`src/rtl/lpsc_map.vh`:
```
// Purpose: constants for the lcd power save control block
// Assumes: ahb-lite register bus, 32-bit words, byte addresses
// Notes:   register map, field positions, reset values and timing counts
`ifndef LPSC_MAP_VH
`define LPSC_MAP_VH

// ==========================================
// register offsets
`define LPSC_OFS_PSCFG     8'h14
`define LPSC_OFS_IRQ_STAT  8'h18
`define LPSC_OFS_IRQ_MASK  8'h1c
`define LPSC_OFS_SERIAL    8'h20

// ==========================================
// field positions and masks
`define LPSC_BIT_BIAS      0
`define LPSC_BIT_PSE       4
`define LPSC_BIT_MPS       6
`define LPSC_BIT_VBLANK    7
`define LPSC_PSCFG_WMASK   32'h00000011
`define LPSC_PSCFG_RST     32'h00000010
`define LPSC_IRQ_BITS      3

// ==========================================
// timing
`define LPSC_MEM_IDLE_CYC  8'h10
`define LPSC_MEM_WAKE_CYC  4'h4
`define LPSC_LINE_CYC      16'h0640

`endif

```
`src/rtl/lpsc_mem_ctrl.v`:
```
// Purpose: memory interface power state with wake for buffer writes
// Assumes: single clock, memory write and read requests are pulses
// Notes:   powers down after an idle period once power save is on
`timescale 1ns/10ps
`include "lpsc_map.vh"
module lpsc_mem_ctrl (
  input  wire       hclk,
  input  wire       hresetn,
  input  wire       power_save,
  input  wire       mem_wr_req,
  input  wire       mem_rd_req,
  output reg        mem_down,
  output reg        mem_wr_ack,
  output reg        mem_rd_ack,
  output reg        mem_rd_err
);
  reg [7:0] idle_cnt;
  reg [3:0] wake_cnt;
  reg       wr_pend;

  // ==========================================
  // power state
  // a write while down must wait for wake; the ack only comes once awake
  always @(posedge hclk or negedge hresetn) begin
    if (!hresetn) begin
      mem_down   <= 1'b0;
      idle_cnt   <= 8'h00;
      wake_cnt   <= 4'h0;
      wr_pend    <= 1'b0;
      mem_wr_ack <= 1'b0;
      mem_rd_ack <= 1'b0;
      mem_rd_err <= 1'b0;
    end else begin
      mem_wr_ack <= 1'b0;
      mem_rd_ack <= 1'b0;
      mem_rd_err <= 1'b0;
      if (mem_rd_req) begin
        if (power_save)
          mem_rd_err <= 1'b1;
        else
          mem_rd_ack <= 1'b1;
      end
      if (mem_wr_req)
        wr_pend <= 1'b1;
      if (!power_save) begin
        mem_down <= 1'b0;
        idle_cnt <= 8'h00;
        if (wr_pend || mem_wr_req) begin
          wr_pend    <= 1'b0;
          mem_wr_ack <= 1'b1;
        end
      end else if (wr_pend || mem_wr_req) begin
        if (mem_down) begin
          mem_down <= 1'b0;
          wake_cnt <= `LPSC_MEM_WAKE_CYC;
        end else if (wake_cnt != 4'h0) begin
          wake_cnt <= wake_cnt - 4'h1;
        end else begin
          wr_pend    <= 1'b0;
          mem_wr_ack <= 1'b1;
        end
        idle_cnt <= 8'h00;
      end else if (!mem_down) begin
        if (idle_cnt == `LPSC_MEM_IDLE_CYC)
          mem_down <= 1'b1;
        else
          idle_cnt <= idle_cnt + 8'h01;
      end
    end
  end
endmodule

```
`src/rtl/lpsc_panel_drv.v`:
```
// Purpose: panel output gating and vertical blank flag
// Assumes: panel data arrives on hclk
// Notes:   line counter is a stand-in frame timebase
`timescale 1ns/10ps
`include "lpsc_map.vh"
module lpsc_panel_drv #(
  parameter LINES = 240
) (
  input  wire        hclk,
  input  wire        hresetn,
  input  wire        power_save,
  input  wire [15:0] pix_data,
  output reg  [15:0] panel_data,
  output reg         panel_frame,
  output reg         vblank_pulse,
  output reg         vertical_blank_period_flag
);
  reg [15:0] cyc_cnt;
  reg [9:0]  line_cnt;

  // ==========================================
  // timebase and gating
  always @(posedge hclk or negedge hresetn) begin
    if (!hresetn) begin
      cyc_cnt                    <= 16'h0000;
      line_cnt                   <= 10'h000;
      panel_data                 <= 16'h0000;
      panel_frame                <= 1'b0;
      vblank_pulse               <= 1'b0;
      vertical_blank_period_flag <= 1'b0;
    end else begin
      vblank_pulse <= 1'b0;
      if (power_save) begin
        panel_data                 <= 16'h0000;
        panel_frame                <= 1'b0;
        vertical_blank_period_flag <= 1'b0;
        cyc_cnt                    <= 16'h0000;
        line_cnt                   <= 10'h000;
      end else begin
        panel_data <= pix_data;
        if (cyc_cnt == `LPSC_LINE_CYC - 16'h0001) begin
          cyc_cnt <= 16'h0000;
          if (line_cnt == LINES[9:0] - 10'h001) begin
            line_cnt    <= 10'h000;
            panel_frame <= 1'b1;
          end else begin
            line_cnt    <= line_cnt + 10'h001;
            panel_frame <= 1'b0;
          end
          if (line_cnt == LINES[9:0] - 10'h002)
            vblank_pulse <= 1'b1;
          vertical_blank_period_flag <= (line_cnt >= LINES[9:0] - 10'h002);
        end else begin
          cyc_cnt <= cyc_cnt + 16'h0001;
        end
      end
    end
  end
endmodule

```
`src/rtl/lpsc_top.v`:
```
// Purpose: lcd power save control with ahb-lite register access
// Assumes: single clock hclk, host keeps the power sequencing order
// Notes:   bias output is a plain register bit, sequencing is software's job
`timescale 1ns/10ps
`include "lpsc_map.vh"
module lpsc_top (
  input  wire        hclk,
  input  wire        hresetn,
  input  wire        hsel,
  input  wire [7:0]  haddr,
  input  wire [1:0]  htrans,
  input  wire        hwrite,
  input  wire [2:0]  hsize,
  input  wire [31:0] hwdata,
  input  wire        hready,
  output reg  [31:0] hrdata,
  output reg         hreadyout,
  output reg         hresp,
  input  wire        mem_wr_req,
  input  wire        mem_rd_req,
  input  wire [15:0] pix_data,
  output reg         mem_wr_ack,
  output reg         mem_rd_ack,
  output reg         mem_rd_err,
  output reg  [15:0] panel_data,
  output reg         panel_frame,
  output reg         bias_power_control_output,
  output reg         irq
);
  reg                        power_save;
  reg                        bias_bit;
  reg  [`LPSC_IRQ_BITS-1:0]  irq_stat;
  reg  [`LPSC_IRQ_BITS-1:0]  irq_mask;
  reg  [31:0]                serial_reg;
  reg                        dp_wr;
  reg  [7:0]                 dp_addr;
  reg                        mps_q;
  wire                       mem_down;
  wire                       wr_ack_i;
  wire                       rd_ack_i;
  wire                       rd_err_i;
  wire [15:0]                pdata_i;
  wire                       pframe_i;
  wire                       vblank_pulse;
  wire                       vblank_flag;
  wire                       ap_valid;
  wire                       rd_req;
  wire [31:0]                pscfg_rd;
  wire [`LPSC_IRQ_BITS-1:0]  events;

  function [31:0] pscfg_word;
    input en;
    input mps;
    input vb;
    input bias;
    begin
      pscfg_word = 32'h00000000;
      pscfg_word[`LPSC_BIT_PSE]    = en;
      pscfg_word[`LPSC_BIT_MPS]    = mps;
      pscfg_word[`LPSC_BIT_VBLANK] = vb;
      pscfg_word[`LPSC_BIT_BIAS]   = bias;
    end
  endfunction

  // ==========================================
  // submodules
  lpsc_mem_ctrl u_mem (
    .hclk       (hclk),
    .hresetn    (hresetn),
    .power_save (power_save),
    .mem_wr_req (mem_wr_req),
    .mem_rd_req (mem_rd_req),
    .mem_down   (mem_down),
    .mem_wr_ack (wr_ack_i),
    .mem_rd_ack (rd_ack_i),
    .mem_rd_err (rd_err_i)
  );

  lpsc_panel_drv u_panel (
    .hclk                       (hclk),
    .hresetn                    (hresetn),
    .power_save                 (power_save),
    .pix_data                   (pix_data),
    .panel_data                 (pdata_i),
    .panel_frame                (pframe_i),
    .vblank_pulse               (vblank_pulse),
    .vertical_blank_period_flag (vblank_flag)
  );

  // ==========================================
  // bus decode
  assign ap_valid = hsel && hready && htrans[1];
  assign rd_req   = ap_valid && !hwrite;
  assign pscfg_rd = pscfg_word(power_save, mem_down, vblank_flag, bias_bit);
  // events: memory went down, memory woke, vertical blank start
  assign events   = {vblank_pulse, mps_q & ~mem_down, ~mps_q & mem_down};

  // ==========================================
  // registers
  always @(posedge hclk or negedge hresetn) begin
    if (!hresetn) begin
      power_save <= 1'b1;
      bias_bit   <= 1'b0;
      irq_mask   <= {`LPSC_IRQ_BITS{1'b0}};
      serial_reg <= 32'h00000000;
      dp_wr      <= 1'b0;
      dp_addr    <= 8'h00;
    end else begin
      dp_wr   <= ap_valid && hwrite;
      dp_addr <= haddr;
      if (dp_wr) begin
        case (dp_addr)
          `LPSC_OFS_PSCFG: begin
            power_save <= hwdata[`LPSC_BIT_PSE];
            bias_bit   <= hwdata[`LPSC_BIT_BIAS];
          end
          `LPSC_OFS_IRQ_MASK: irq_mask <= hwdata[`LPSC_IRQ_BITS-1:0];
          `LPSC_OFS_SERIAL: begin
            if (!power_save)
              serial_reg <= hwdata;
          end
          default: begin
          end
        endcase
      end
    end
  end

  // ==========================================
  // read data and interrupt status
  // set wins over the read clear so no event is lost
  always @(posedge hclk or negedge hresetn) begin
    if (!hresetn) begin
      hrdata    <= 32'h00000000;
      hreadyout <= 1'b1;
      hresp     <= 1'b0;
      irq_stat  <= {`LPSC_IRQ_BITS{1'b0}};
      irq       <= 1'b0;
      mps_q     <= 1'b0;
    end else begin
      hreadyout <= 1'b1;
      hresp     <= 1'b0;
      mps_q     <= mem_down;
      if (rd_req && haddr == `LPSC_OFS_IRQ_STAT)
        irq_stat <= events;
      else
        irq_stat <= irq_stat | events;
      irq <= |((irq_stat | events) & irq_mask);
      if (rd_req) begin
        case (haddr)
          `LPSC_OFS_PSCFG:     hrdata <= pscfg_rd;
          `LPSC_OFS_IRQ_STAT:  hrdata <= {29'h0, irq_stat};
          `LPSC_OFS_IRQ_MASK:  hrdata <= {29'h0, irq_mask};
          `LPSC_OFS_SERIAL:    hrdata <= power_save ? 32'h00000000 : serial_reg;
          default:             hrdata <= 32'h00000000;
        endcase
      end
    end
  end

  // ==========================================
  // registered outputs
  // bias follows software; the device does not time the discharge itself
  always @(posedge hclk or negedge hresetn) begin
    if (!hresetn) begin
      mem_wr_ack                <= 1'b0;
      mem_rd_ack                <= 1'b0;
      mem_rd_err                <= 1'b0;
      panel_data                <= 16'h0000;
      panel_frame               <= 1'b0;
      bias_power_control_output <= 1'b0;
    end else begin
      mem_wr_ack                <= wr_ack_i;
      mem_rd_ack                <= rd_ack_i;
      mem_rd_err                <= rd_err_i;
      panel_data                <= pdata_i;
      panel_frame               <= pframe_i;
      bias_power_control_output <= bias_bit;
    end
  end
endmodule

```
`config.mk`:
```
export PLATFORM = sky130hd
export DESIGN_NAME = lpsc_top
export DESIGN_NICKNAME = d
export VERILOG_FILES = /design/src/rtl/lpsc_mem_ctrl.v /design/src/rtl/lpsc_panel_drv.v /design/src/rtl/lpsc_top.v
export VERILOG_INCLUDE_DIRS = /design/src /design/src/rtl
export SDC_FILE = /design/constraint.sdc
export NUM_CORES = 1
export LEC_CHECK = 0
export ABC_AREA = 1
export BUFFER_PORTS_ARGS = -buffer_cell sky130_fd_sc_hd__buf_2
export CORE_ASPECT_RATIO = 0.5
export CORE_MARGIN = 2
export CORE_UTILIZATION = 50
export CTS_CLUSTER_SIZE = 14
export DETAILED_ROUTE_END_ITERATION = 8
export HOLD_SLACK_MARGIN = 0.02
export PLACE_DENSITY = 0.84
export SYNTH_ARGS = -nofsm -noshare
export SYNTH_HDL_FRONTEND = slang
export SYNTH_HIERARCHICAL = 1
export SYNTH_SLANG_ARGS = --single-unit
```
`constraint.sdc`:
```
create_clock -name hclk -period 1.3 [get_ports hclk]
set_clock_uncertainty 0.05 [all_clocks]
set_input_delay 0.13 -clock hclk [delete_from_list [all_inputs] [get_ports hclk]]
set_output_delay 0.13 -clock hclk [all_outputs]
set_load 0.05 [all_outputs]
```
==> flow_summary.html, run 1 <==
<table>
<tr><th>Metric</th><th>Value</th></tr>
<tr><th colspan="2">Logic synthesis</th></tr>
<tr><td>Dominant cells by area after synthesis</td><td>sky130_fd_sc_hd__dfrtp_1, sky130_fd_sc_hd__nand2_1, sky130_fd_sc_hd__nand3_1</td></tr>
<tr><td>Top post-synthesis cells by count</td><td>sky130_fd_sc_hd__nand2_1, sky130_fd_sc_hd__dfrtp_1, sky130_fd_sc_hd__nor2_1, sky130_fd_sc_hd__inv_1, sky130_fd_sc_hd__nand3_1</td></tr>
<tr><td>Synth Cell Area</td><td>7280 sq um</td></tr>
<tr><td>Most numerous cell in the Yosys netlist</td><td>sky130_fd_sc_hd__nand2_1</td></tr>
<tr><td>Prevailing post-synth register cell</td><td>sky130_fd_sc_hd__dfrtp_1</td></tr>
<tr><td>Distinct cell type count after synthesis</td><td>35</td></tr>
<tr><td>Number of cells produced by synthesis</td><td>844</td></tr>
<tr><td>Synthesis warning total</td><td>6</td></tr>
<tr><td>Seq/Total Area, Yosys</td><td>0.571</td></tr>
<tr><td>Number of enable-type register cells in the synthesized netlist</td><td>0</td></tr>
<tr><td>Yosys top cell by area</td><td>sky130_fd_sc_hd__dfrtp_1</td></tr>
<tr><td>Post-synthesis area per instance</td><td>8.62 sq um</td></tr>
<tr><td>Share of the synthesized area in the top cell type</td><td>0.567</td></tr>
<tr><td>Share of flip-flops with an asynchronous set or reset</td><td>1.00</td></tr>
<tr><td>#FFs+latches synth</td><td>166</td></tr>
<tr><td>Post-synthesis net count</td><td>919</td></tr>
<tr><th colspan="2">Die</th></tr>
<tr><td>Die W</td><td>175 microns</td></tr>
<tr><td>FP Rows</td><td>31</td></tr>
<tr><td>Effective utilization at floorplan</td><td>0.507</td></tr>
<tr><td>I/O pin cnt</td><td>124</td></tr>
<tr><td>Die Y-Extent</td><td>89.3 microns</td></tr>
<tr><th colspan="2">Outcome</th></tr>
<tr><td>Outcome</td><td>stopped before the end</td></tr>
<tr><td>Stage at which the run stopped</td><td>global routing (5_1_grt)</td></tr>
<tr><td>Error msg</td><td>[ERROR GRT-0232] Routing congestion too high. Check the congestion heatmap in the GUI.</td></tr>
<tr><th colspan="2">Clock tree</th></tr>
<tr><td>Number of sinks handled by clock tree synthesis</td><td>166</td></tr>
<tr><td>Clk root buf</td><td>sky130_fd_sc_hd__clkbuf_16</td></tr>
<tr><td>Largest buffer count on any clock path</td><td>2</td></tr>
<tr><td>Total clock buffers created by CTS</td><td>17</td></tr>
<tr><td>Count of H-tree levels built during CTS</td><td>4</td></tr>
<tr><th colspan="2">Timing</th></tr>
<tr><td>Category of the worst endpoint</td><td>sequential cell input</td></tr>
<tr><td>End pin of the worst setup path after global-route repair</td><td>u_panel/line_cnt[1]$_DFFE_PN0P_/D</td></tr>
<tr><th colspan="2">Placement</th></tr>
<tr><td>Hpwl dp</td><td>12,600 microns</td></tr>
<tr><td>Count of port buffers added during placement</td><td>117</td></tr>
<tr><td>Routability-driven placement congestion ratio</td><td>0.951</td></tr>
<tr><td>Cells after DPL</td><td>1,214</td></tr>
<tr><th colspan="2">GRT</th></tr>
<tr><td>Maximum number of pins on one net before global-route repair</td><td>42</td></tr>
<tr><td>Gr usage total</td><td>0.636</td></tr>
<tr><td>Residual overflow from global routing</td><td>7</td></tr>
</table>
-- layer usage --
layer  global-route usage  GRT overflow
met4                0.583             4
met1                0.633             0
met3                0.502             0
met5                0.274             0
met2                0.822             3
-- what timing repair did --
action,CTS
setup buffers,32
hold buffers,62
pin swaps,51
setup endpoints to repair,111
gates cloned,7
gates resized for setup,195
endpoints found under the hold margin,231
-- through the flow --
step	hold slack (ns)	setup slack (ns)	instance area [sq um]
4_1_cts	0.167	-0.202	10900
2_1_floorplan	-0.216	-0.106	7310
3_5_place_dp	0.0474	-0.246	8690
3_3_place_gp	0.0416	-0.240	8690
-- logic make-up after synthesis --
group,Yosys count,synth area share
AOI/OAI and AO/OA,93,0.0655
DFF,166,0.571
xor gates and xnor gates,2,0.00241
buffers and inverters,118,0.0732
and+or+nand+nor,456,0.275
other,2,0.00103
adders and majority gates,7,0.0120
==> run 2, diff against run 1 <==
--- a/config.mk
+++ b/config.mk
@@ -8,13 +8,10 @@
 export LEC_CHECK = 0
 export ABC_AREA = 1
 export BUFFER_PORTS_ARGS = -buffer_cell sky130_fd_sc_hd__buf_2
-export CORE_ASPECT_RATIO = 0.5
 export CORE_MARGIN = 2
-export CORE_UTILIZATION = 50
-export CTS_CLUSTER_SIZE = 14
+export CORE_UTILIZATION = 35
 export DETAILED_ROUTE_END_ITERATION = 8
-export HOLD_SLACK_MARGIN = 0.02
-export PLACE_DENSITY = 0.84
+export PLACE_DENSITY_LB_ADDON = 0.15
 export SYNTH_ARGS = -nofsm -noshare
 export SYNTH_HDL_FRONTEND = slang
 export SYNTH_HIERARCHICAL = 1
==> constraint.sdc (replaced) <==
create_clock -name hclk -period 1.7 [get_ports hclk]
set_clock_uncertainty 0.05 [all_clocks]
set_input_delay 0.17 -clock hclk [delete_from_list [all_inputs] [get_ports hclk]]
set_output_delay 0.17 -clock hclk [all_outputs]
set_load 0.05 [all_outputs]
==> run 2 against run 1 <==
Net effect:
- the flow now finishes without violations
- synthesized cell count is the same
- synthesized area unchanged
==> flow_summary.html, run 2 <==
<table>
<tr><th>Metric</th><th>Value</th></tr>
<tr><th colspan="2">Outcome</th></tr>
<tr><td>Outcome</td><td>complete, no violations</td></tr>
<tr><th colspan="2">Flow run</th></tr>
<tr><td>Max-cap viol count</td><td>0</td></tr>
<tr><th colspan="2">Worst hold path</th></tr>
<tr><td>Worst hold path endpoint</td><td>u_mem/mem_wr_ack</td></tr>
<tr><td>Worst min path class</td><td>in2reg</td></tr>
<tr><td>Worst min-delay path startpoint</td><td>mem_wr_req</td></tr>
<tr><td>Number of cells traversed by the worst hold path</td><td>3</td></tr>
<tr><th colspan="2">Route</th></tr>
<tr><td>Vias per Instance</td><td>4.56</td></tr>
<tr><td>Number of remaining DRC errors</td><td>0</td></tr>
<tr><td>Routed length per placed instance</td><td>13.4 microns</td></tr>
<tr><td>Count of nets left with antenna violations after detail routing</td><td>0</td></tr>
<tr><td>Number of DRC markers after the initial detailed-route iteration</td><td>342</td></tr>
<tr><td>Final Routed Wirelength</td><td>17,700 microns</td></tr>
<tr><td>Number of iterations in the first detailed-routing pass</td><td>5</td></tr>
<tr><td>Via count</td><td>6,026</td></tr>
<tr><th colspan="2">Timing</th></tr>
<tr><td>Part of the cycle the worst path needs</td><td>0.927</td></tr>
<tr><td>Count of endpoints failing setup in the final report</td><td>0</td></tr>
<tr><td>PnR worst setup slack</td><td>0.125 ns</td></tr>
<tr><td>Final slew viol count</td><td>0</td></tr>
<tr><td>Setup repair after global routing missed its margin</td><td>yes</td></tr>
<tr><td>Achievable Freq</td><td>635 MHz</td></tr>
<tr><td>Crit path time final</td><td>1.58 ns</td></tr>
<tr><td>Final Hold Violating Endpoints</td><td>0</td></tr>
<tr><td>Worst-margin pin slew</td><td>0.567 ns</td></tr>
<tr><td>Relative slew slack</td><td>0.622</td></tr>
<tr><td>Final hold slack</td><td>0.00339 ns</td></tr>
<tr><th colspan="2">Die</th></tr>
<tr><td>Effective utilization at floorplan</td><td>0.359</td></tr>
<tr><td>Die W</td><td>148 microns</td></tr>
<tr><td>I/O pin cnt</td><td>124</td></tr>
<tr><td>Die Y-Extent</td><td>148 microns</td></tr>
<tr><td>Std-Cell Core Area</td><td>20,300 sq um</td></tr>
<tr><td>FP Rows</td><td>52</td></tr>
<tr><td>Die area</td><td>22,000 sq um</td></tr>
<tr><th colspan="2">Final layout</th></tr>
<tr><td>Commonest non-fill, non-tap cell in the layout</td><td>sky130_fd_sc_hd__nand2_1</td></tr>
<tr><td>Leading cell types in the layout, fill and taps excluded</td><td>sky130_fd_sc_hd__nand2_1, sky130_fd_sc_hd__dfrtp_1, sky130_fd_sc_hd__buf_2</td></tr>
<tr><td>Layout cell share with drive strength beyond 1</td><td>0.195</td></tr>
<tr><td>Post-layout util</td><td>0.467</td></tr>
<tr><td>Filler Cells Inserted</td><td>1,989</td></tr>
<tr><td>Post-route insts no fill</td><td>1,321</td></tr>
<tr><td>Area overhead of the layout relative to synthesis</td><td>30.4%</td></tr>
<tr><td>Count of nets after finishing</td><td>1,112</td></tr>
<tr><th colspan="2">Logic synthesis</th></tr>
<tr><td>Yosys top cell by area</td><td>sky130_fd_sc_hd__dfrtp_1</td></tr>
<tr><td>Number of cells produced by synthesis</td><td>844</td></tr>
<tr><td>Distinct cell type count after synthesis</td><td>35</td></tr>
<tr><td>Share of flip-flops with an asynchronous set or reset</td><td>1.00</td></tr>
<tr><td>#FFs+latches synth</td><td>166</td></tr>
<tr><td>Share of the synthesized area in the top cell type</td><td>0.567</td></tr>
<tr><td>Dominant cells by area after synthesis</td><td>sky130_fd_sc_hd__dfrtp_1, sky130_fd_sc_hd__nand2_1, sky130_fd_sc_hd__nand3_1</td></tr>
<tr><td>Post-synthesis area per instance</td><td>8.62 sq um</td></tr>
<tr><td>Seq/Total Area, Yosys</td><td>0.571</td></tr>
<tr><td>Synth Cell Area</td><td>7280 sq um</td></tr>
<tr><td>Synthesis warning total</td><td>6</td></tr>
<tr><td>Top post-synthesis cells by count</td><td>sky130_fd_sc_hd__nand2_1, sky130_fd_sc_hd__dfrtp_1, sky130_fd_sc_hd__nor2_1, sky130_fd_sc_hd__inv_1, sky130_fd_sc_hd__nand3_1</td></tr>
<tr><td>Most numerous cell in the Yosys netlist</td><td>sky130_fd_sc_hd__nand2_1</td></tr>
<tr><td>Number of enable-type register cells in the synthesized netlist</td><td>0</td></tr>
<tr><td>Post-synthesis net count</td><td>919</td></tr>
<tr><td>Prevailing post-synth register cell</td><td>sky130_fd_sc_hd__dfrtp_1</td></tr>
<tr><th colspan="2">Setup path</th></tr>
<tr><td>Register-to-Register Setup Slack</td><td>0.15 ns</td></tr>
<tr><td>Worst reg2reg path startpoint</td><td>dp_addr[1]</td></tr>
<tr><td>Reg-to-reg endpoint</td><td>serial_reg[0]</td></tr>
<tr><td>CP startpoint kind</td><td>primary input</td></tr>
<tr><td>Max FO, Critical Path</td><td>26</td></tr>
<tr><td>Cell count of the worst reg-to-reg path</td><td>4</td></tr>
<tr><td>Data required time at the worst endpoint</td><td>1.99 ns</td></tr>
<tr><td>Worst setup path category</td><td>in2reg</td></tr>
<tr><td>Category of the worst setup path capture point</td><td>register</td></tr>
<tr><td>Arrival time worst endpoint</td><td>1.86 ns</td></tr>
<tr><th colspan="2">GRT</th></tr>
<tr><td>Via count of the first global-routing pass</td><td>5,923</td></tr>
<tr><td>Maximum number of pins on one net before global-route repair</td><td>39</td></tr>
<tr><td>Gr usage total</td><td>0.169</td></tr>
<tr><td>Residual overflow from global routing</td><td>0</td></tr>
<tr><td>First-pass GRT wire length</td><td>29,600 microns</td></tr>
<tr><td>Antenna violations before repair</td><td>1</td></tr>
<tr><th colspan="2">Clock tree</th></tr>
<tr><td>Total clock buffers created by CTS</td><td>17</td></tr>
<tr><td>Worst-path clk slew</td><td>0.07 ns</td></tr>
<tr><td>Buffer count from post-CTS setup fixing</td><td>0</td></tr>
<tr><td>Count of H-tree levels built during CTS</td><td>4</td></tr>
<tr><td>Largest buffer count on any clock path</td><td>2</td></tr>
<tr><td>Clock insertion delay at the later pin of the skew report</td><td>0.42 ns</td></tr>
<tr><td>Clock tree from TritonCTS</td><td>yes</td></tr>
<tr><td>Clk root buf</td><td>sky130_fd_sc_hd__clkbuf_16</td></tr>
<tr><td>Number of sinks handled by clock tree synthesis</td><td>166</td></tr>
<tr><th colspan="2">Placement</th></tr>
<tr><td>Hpwl dp</td><td>11,900 microns</td></tr>
<tr><td>Cells after DPL</td><td>1,226</td></tr>
<tr><td>Post-Place Worst Slack</td><td>0.0412 ns</td></tr>
<tr><td>Count of port buffers added during placement</td><td>117</td></tr>
<tr><td>Routability-driven placement congestion ratio</td><td>0.858</td></tr>
<tr><th colspan="2">Power and ir drop</th></tr>
<tr><td>Power, Total</td><td>8880 uW</td></tr>
<tr><td>Leakage power of the design</td><td>0.00453 uW</td></tr>
<tr><td>Peak supply drop</td><td>645 uV</td></tr>
<tr><td>Power per standard cell area</td><td>936 nW/um^2</td></tr>
</table>
run 2: cell counts after synthesis:
Identical to the previous run, type by type.
run 2: per-stage QoR:
| step | area, sq um | setup TNS [ns] |
|---|---|---|
| final | 9490 | 0 |
| after global routing | 9490 | -0.00242 |
| after CTS | 9470 | 0 |
| after detailed placement | 8250 | 0 |
| after global placement | 8250 | 0 |
| after floorplan | 7280 | 0 |
run 2: area by class of cell:
class | instances | area [sq um] | share of cell area
Sequential cell | 166 | 4160 | 0.438
Multi-Input combinational cell | 561 | 2600 | 0.274
Timing Repair Buffer | 203 | 1440 | 0.152
Clock buffer | 21 | 480 | 0.0506
Tap cell | 270 | 338 | 0.0356
Inverter | 88 | 335 | 0.0353
Clock inverter | 11 | 135 | 0.0142
Antenna cell | 1 | 2.50 | 0.000264
run 2: kinds of logic (layout without fill, tap and decap cells):
logic type      Yosys count  count (layout)  synth area share
buf+inv                 118             323            0.0732
compound gates           93              93            0.0655
flops                   166             166             0.571
xor+xnor                  2               2           0.00241
other cells               2               3           0.00103
simple gates            456             457             0.275
fa+ha+maj                 7               7            0.0120
run 2: report_power, final:
group	internal, uW	switching, uW
clock	2360	1650
sequential	4060	44.3
combinational	311	468
total	6720	2160
run 2: critical path: stages:
cell and delay, ns:
sky130_fd_sc_hd__dlygate4sd3_1 0.56, sky130_fd_sc_hd__buf_2 0.14, sky130_fd_sc_hd__inv_1 0.04, sky130_fd_sc_hd__nand2_1 0.10, sky130_fd_sc_hd__nor2_4 0.33, sky130_fd_sc_hd__nand2_4 0.08, sky130_fd_sc_hd__buf_4 0.24, sky130_fd_sc_hd__o21ai_1 0.19
run 2: what timing repair did:
action	CTS	global route
hold buffers	61	0
resized for setup	0	1
endpoints found under the hold margin	229	0
setup endpoints to repair	0	33
run 2: routing by layer:
metal | track usage | routed length, microns | vias to the layer above | share of wire
met2 | 0.269 | 8270 | 125 | 0.47
met3 | 0.0356 | 710 | 17 | 0.040
met4 | 0.0486 | 200 | 0 | 0.011
li1 | - | - | 3070 | -
met1 | 0.234 | 8470 | 2814 | 0.48
met5 | 0 | 0 | - | 0
run 2: worst max-delay path by stage:
| stage | from | end | slack, ns | cells past startpoint |
|---|---|---|---|---|
| finish | haddr[1] | hrdata[30] | 0.12 | 8 |
| global placement | dp_addr[1] | serial_reg[0] | 0.05 | 4 |
| global route | u_panel/cyc_cnt[0] | u_panel/cyc_cnt[14] | -0.002 | 9 |
| CTS | dp_addr[1] | serial_reg[0] | 0.04 | 4 |
| detailed placement | dp_addr[1] | serial_reg[0] | 0.04 | 4 |
| floorplan | u_panel/cyc_cnt[0] | u_panel/line_cnt[5] | 0.26 | 9 |
No activity file was read; power rests on OpenSTA's default activity.
==> run 3, diff against run 2 <==
--- a/config.mk
+++ b/config.mk
@@ -11,6 +11,7 @@
 export CORE_MARGIN = 2
 export CORE_UTILIZATION = 35
 export DETAILED_ROUTE_END_ITERATION = 8
+export MAX_ROUTING_LAYER = met4
 export PLACE_DENSITY_LB_ADDON = 0.15
 export SYNTH_ARGS = -nofsm -noshare
 export SYNTH_HDL_FRONTEND = slang
==> run 3 against run 2 <==
Net effect:
- critical path type unchanged
- combinational power barely moved
- count of clock-buffer cells in the layout stayed put
- worst hold slack improved by 0.00051 ns
- final cell count stayed put
- wire length increased by 0.28%
- first-iteration DRC count fell by 7.9%
==> flow_summary.html, run 3 (synthesis gave the netlist of run 2 again) <==
<table>
<tr><th>Metric</th><th>Value</th></tr>
<tr><th colspan="2">Outcome</th></tr>
<tr><td>Outcome</td><td>complete, no violations</td></tr>
<tr><th colspan="2">Power and ir drop</th></tr>
<tr><td>Net load switching power</td><td>2150 uW</td></tr>
<tr><td>Internal power</td><td>6720 uW</td></tr>
<tr><td>Clock network fraction of design power</td><td>0.450</td></tr>
<tr><td>Sequential Power Share</td><td>0.462</td></tr>
<tr><td>Combinational fraction of design power</td><td>0.088</td></tr>
<tr><td>Power per standard cell area</td><td>935 nW/um^2</td></tr>
<tr><td>Leakage power of the design</td><td>0.00453 uW</td></tr>
<tr><td>Peak supply drop</td><td>645 uV</td></tr>
<tr><td>Net Sw Frac</td><td>0.242</td></tr>
<tr><th colspan="2">Placement</th></tr>
<tr><td>Count of port buffers added during placement</td><td>117</td></tr>
<tr><td>Routability-driven placement congestion ratio</td><td>0.872</td></tr>
<tr><td>Post-Place Worst Slack</td><td>0.0412 ns</td></tr>
<tr><td>Hpwl dp</td><td>11,900 microns</td></tr>
<tr><th colspan="2">GRT</th></tr>
<tr><td>Via count of the first global-routing pass</td><td>5,924</td></tr>
<tr><td>Gr usage total</td><td>0.174</td></tr>
<tr><td>First-pass GRT wire length</td><td>29,600 microns</td></tr>
<tr><td>Residual overflow from global routing</td><td>0</td></tr>
<tr><td>Maximum number of pins on one net before global-route repair</td><td>39</td></tr>
<tr><td>Antenna violations before repair</td><td>1</td></tr>
<tr><th colspan="2">Route</th></tr>
<tr><td>Number of remaining DRC errors</td><td>0</td></tr>
<tr><td>Routed wire length on met3</td><td>789 microns</td></tr>
<tr><td>Met2 wire length</td><td>8230 microns</td></tr>
<tr><td>Count of nets left with antenna violations after detail routing</td><td>0</td></tr>
<tr><td>Final Routed Wirelength</td><td>17,700 microns</td></tr>
<tr><td>Number of DRC markers after the initial detailed-route iteration</td><td>315</td></tr>
<tr><td>Number of iterations in the first detailed-routing pass</td><td>5</td></tr>
<tr><td>Routed length per placed instance</td><td>13.4 microns</td></tr>
<tr><td>Via count</td><td>6,003</td></tr>
<tr><td>Top Metal Used</td><td>met4</td></tr>
<tr><td>Vias per Instance</td><td>4.54</td></tr>
<tr><td>WL met1</td><td>8480 microns</td></tr>
<tr><th colspan="2">Worst hold path</th></tr>
<tr><td>Worst min path class</td><td>in2reg</td></tr>
<tr><td>Worst hold path endpoint</td><td>u_mem/mem_wr_ack</td></tr>
<tr><td>Worst min-delay path startpoint</td><td>mem_wr_req</td></tr>
<tr><td>Number of cells traversed by the worst hold path</td><td>3</td></tr>
<tr><th colspan="2">Timing</th></tr>
<tr><td>Sum Neg Setup Slack</td><td>0 ns</td></tr>
<tr><td>Final Hold Violating Endpoints</td><td>0</td></tr>
<tr><td>PnR worst setup slack</td><td>0.123 ns</td></tr>
<tr><td>Crit path time final</td><td>1.58 ns</td></tr>
<tr><td>Relative slew slack</td><td>0.628</td></tr>
<tr><td>Final slew viol count</td><td>0</td></tr>
<tr><td>Setup repair after global routing missed its margin</td><td>yes</td></tr>
<tr><td>Count of endpoints failing setup in the final report</td><td>0</td></tr>
<tr><td>Achievable Freq</td><td>634 MHz</td></tr>
<tr><td>Worst-margin pin slew</td><td>0.557 ns</td></tr>
<tr><td>Part of the cycle the worst path needs</td><td>0.928</td></tr>
<tr><th colspan="2">Setup path</th></tr>
<tr><td>Worst setup path category</td><td>in2reg</td></tr>
<tr><td>Arrival time worst endpoint</td><td>1.86 ns</td></tr>
<tr><td>Max FO, Critical Path</td><td>26</td></tr>
<tr><td>CP startpoint kind</td><td>primary input</td></tr>
<tr><td>Worst reg2reg path startpoint</td><td>u_panel/cyc_cnt[0]</td></tr>
<tr><td>Data required time at the worst endpoint</td><td>1.99 ns</td></tr>
<tr><td>Cell count of the worst reg-to-reg path</td><td>9</td></tr>
<tr><td>Category of the worst setup path capture point</td><td>register</td></tr>
<tr><td>Register-to-Register Setup Slack</td><td>0.15 ns</td></tr>
<tr><td>Reg-to-reg endpoint</td><td>u_panel/line_cnt[3]</td></tr>
<tr><th colspan="2">Die</th></tr>
<tr><td>Die W</td><td>148 microns</td></tr>
<tr><td>Die Y-Extent</td><td>148 microns</td></tr>
<tr><td>Die area</td><td>22,000 sq um</td></tr>
<tr><td>I/O pin cnt</td><td>124</td></tr>
<tr><td>Std-Cell Core Area</td><td>20,300 sq um</td></tr>
<tr><td>Effective utilization at floorplan</td><td>0.359</td></tr>
<tr><td>FP Rows</td><td>52</td></tr>
<tr><th colspan="2">Final layout</th></tr>
<tr><td>Leading cell types in the layout, fill and taps excluded</td><td>sky130_fd_sc_hd__nand2_1, sky130_fd_sc_hd__dfrtp_1, sky130_fd_sc_hd__buf_2</td></tr>
<tr><td>Layout cell share with drive strength beyond 1</td><td>0.196</td></tr>
<tr><td>Area of the multi-input gates</td><td>2600 sq um</td></tr>
<tr><td>Count of nets after finishing</td><td>1,112</td></tr>
<tr><td>Area overhead of the layout relative to synthesis</td><td>30.4%</td></tr>
<tr><td>Sequential cell area</td><td>4160 sq um</td></tr>
<tr><td>Filler Cells Inserted</td><td>1,993</td></tr>
<tr><td>Commonest non-fill, non-tap cell in the layout</td><td>sky130_fd_sc_hd__nand2_1</td></tr>
<tr><th colspan="2">Clock tree</th></tr>
<tr><td>Clock insertion delay at the later pin of the skew report</td><td>0.42 ns</td></tr>
<tr><td>Worst-path clk slew</td><td>0.07 ns</td></tr>
<tr><td>Buffer count from post-CTS setup fixing</td><td>0</td></tr>
<tr><td>Largest buffer count on any clock path</td><td>2</td></tr>
<tr><td>Clock tree from TritonCTS</td><td>yes</td></tr>
<tr><td>Number of sinks handled by clock tree synthesis</td><td>166</td></tr>
<tr><td>Total clock buffers created by CTS</td><td>17</td></tr>
<tr><td>Count of H-tree levels built during CTS</td><td>4</td></tr>
<tr><td>Clk root buf</td><td>sky130_fd_sc_hd__clkbuf_16</td></tr>
<tr><th colspan="2">Flow run</th></tr>
<tr><td>Max-cap viol count</td><td>0</td></tr>
</table>
run 3: worst max-delay path by stage:
stage / from / end / slack, ns / cells past startpoint
finish: haddr[1] / hrdata[30] / 0.12 / 8
global route: u_panel/cyc_cnt[0] / u_panel/line_cnt[4] / -0.003 / 8
CTS: dp_addr[1] / serial_reg[0] / 0.04 / 4
detailed placement: dp_addr[1] / serial_reg[0] / 0.04 / 4
global placement: dp_addr[1] / serial_reg[0] / 0.05 / 4
floorplan: u_panel/cyc_cnt[0] / u_panel/line_cnt[5] / 0.26 / 9
run 3: cell type report:
cell class / count / area share
flip-flops and latches: 166 / 0.438
multi-input cells: 561 / 0.274
repair buffers: 203 / 0.152
clock buffers: 21 / 0.0506
well taps: 270 / 0.0356
inverters: 88 / 0.0353
clock inverters: 11 / 0.0142
diodes: 1 / 0.000264
run 3: power by group through the flow:
stage          Clock (uW)  Sequential, uW  Combinational (uW)
2_1_floorplan           0            4220                 345
3_3_place_gp            0            4170                 668
3_5_place_dp            0            4170                 673
4_1_cts              4120            4100                 791
5_1_grt              4310            4110                 897
6_report             3990            4100                 778
run 3: critical path, cell delays in order:
cell                            delay [ns]
sky130_fd_sc_hd__dlygate4sd3_1        0.56
sky130_fd_sc_hd__buf_2                0.14
sky130_fd_sc_hd__inv_1                0.04
sky130_fd_sc_hd__nand2_1              0.10
sky130_fd_sc_hd__nor2_4               0.33
sky130_fd_sc_hd__nand2_4              0.08
sky130_fd_sc_hd__buf_4                0.24
sky130_fd_sc_hd__o21ai_1              0.19
run 3: stage by stage:
| step | util | hold WS [ns] | instance area [sq um] | total power [uW] | instances |
|---|---|---|---|---|---|
| floorplan | - | -0.176 | 7280 | 4560 | 844 |
| global placement | 0.406 | 0.0300 | 8250 | 4840 | 1226 |
| detailed placement | 0.406 | 0.0309 | 8250 | 4850 | 1226 |
| CTS | 0.467 | 0.000146 | 9470 | 9010 | 1319 |
| global route | 0.468 | 0.0299 | 9490 | 9320 | 1321 |
| finish | 0.468 | 0.00391 | 9490 | 8870 | 1321 |
run 3: what timing repair did:
item	4_1_cts	5_1_grt
gates resized for setup	0	2
hold buffers	61	0
endpoints found under the hold margin	229	0
endpoints found under the setup margin	0	33
run 3: layer usage:
layer	global-route usage	vias up
li1	-	3068
met1	0.233	2789
met2	0.269	127
met3	0.0368	19
met4	0.0471	0
met5	-	-
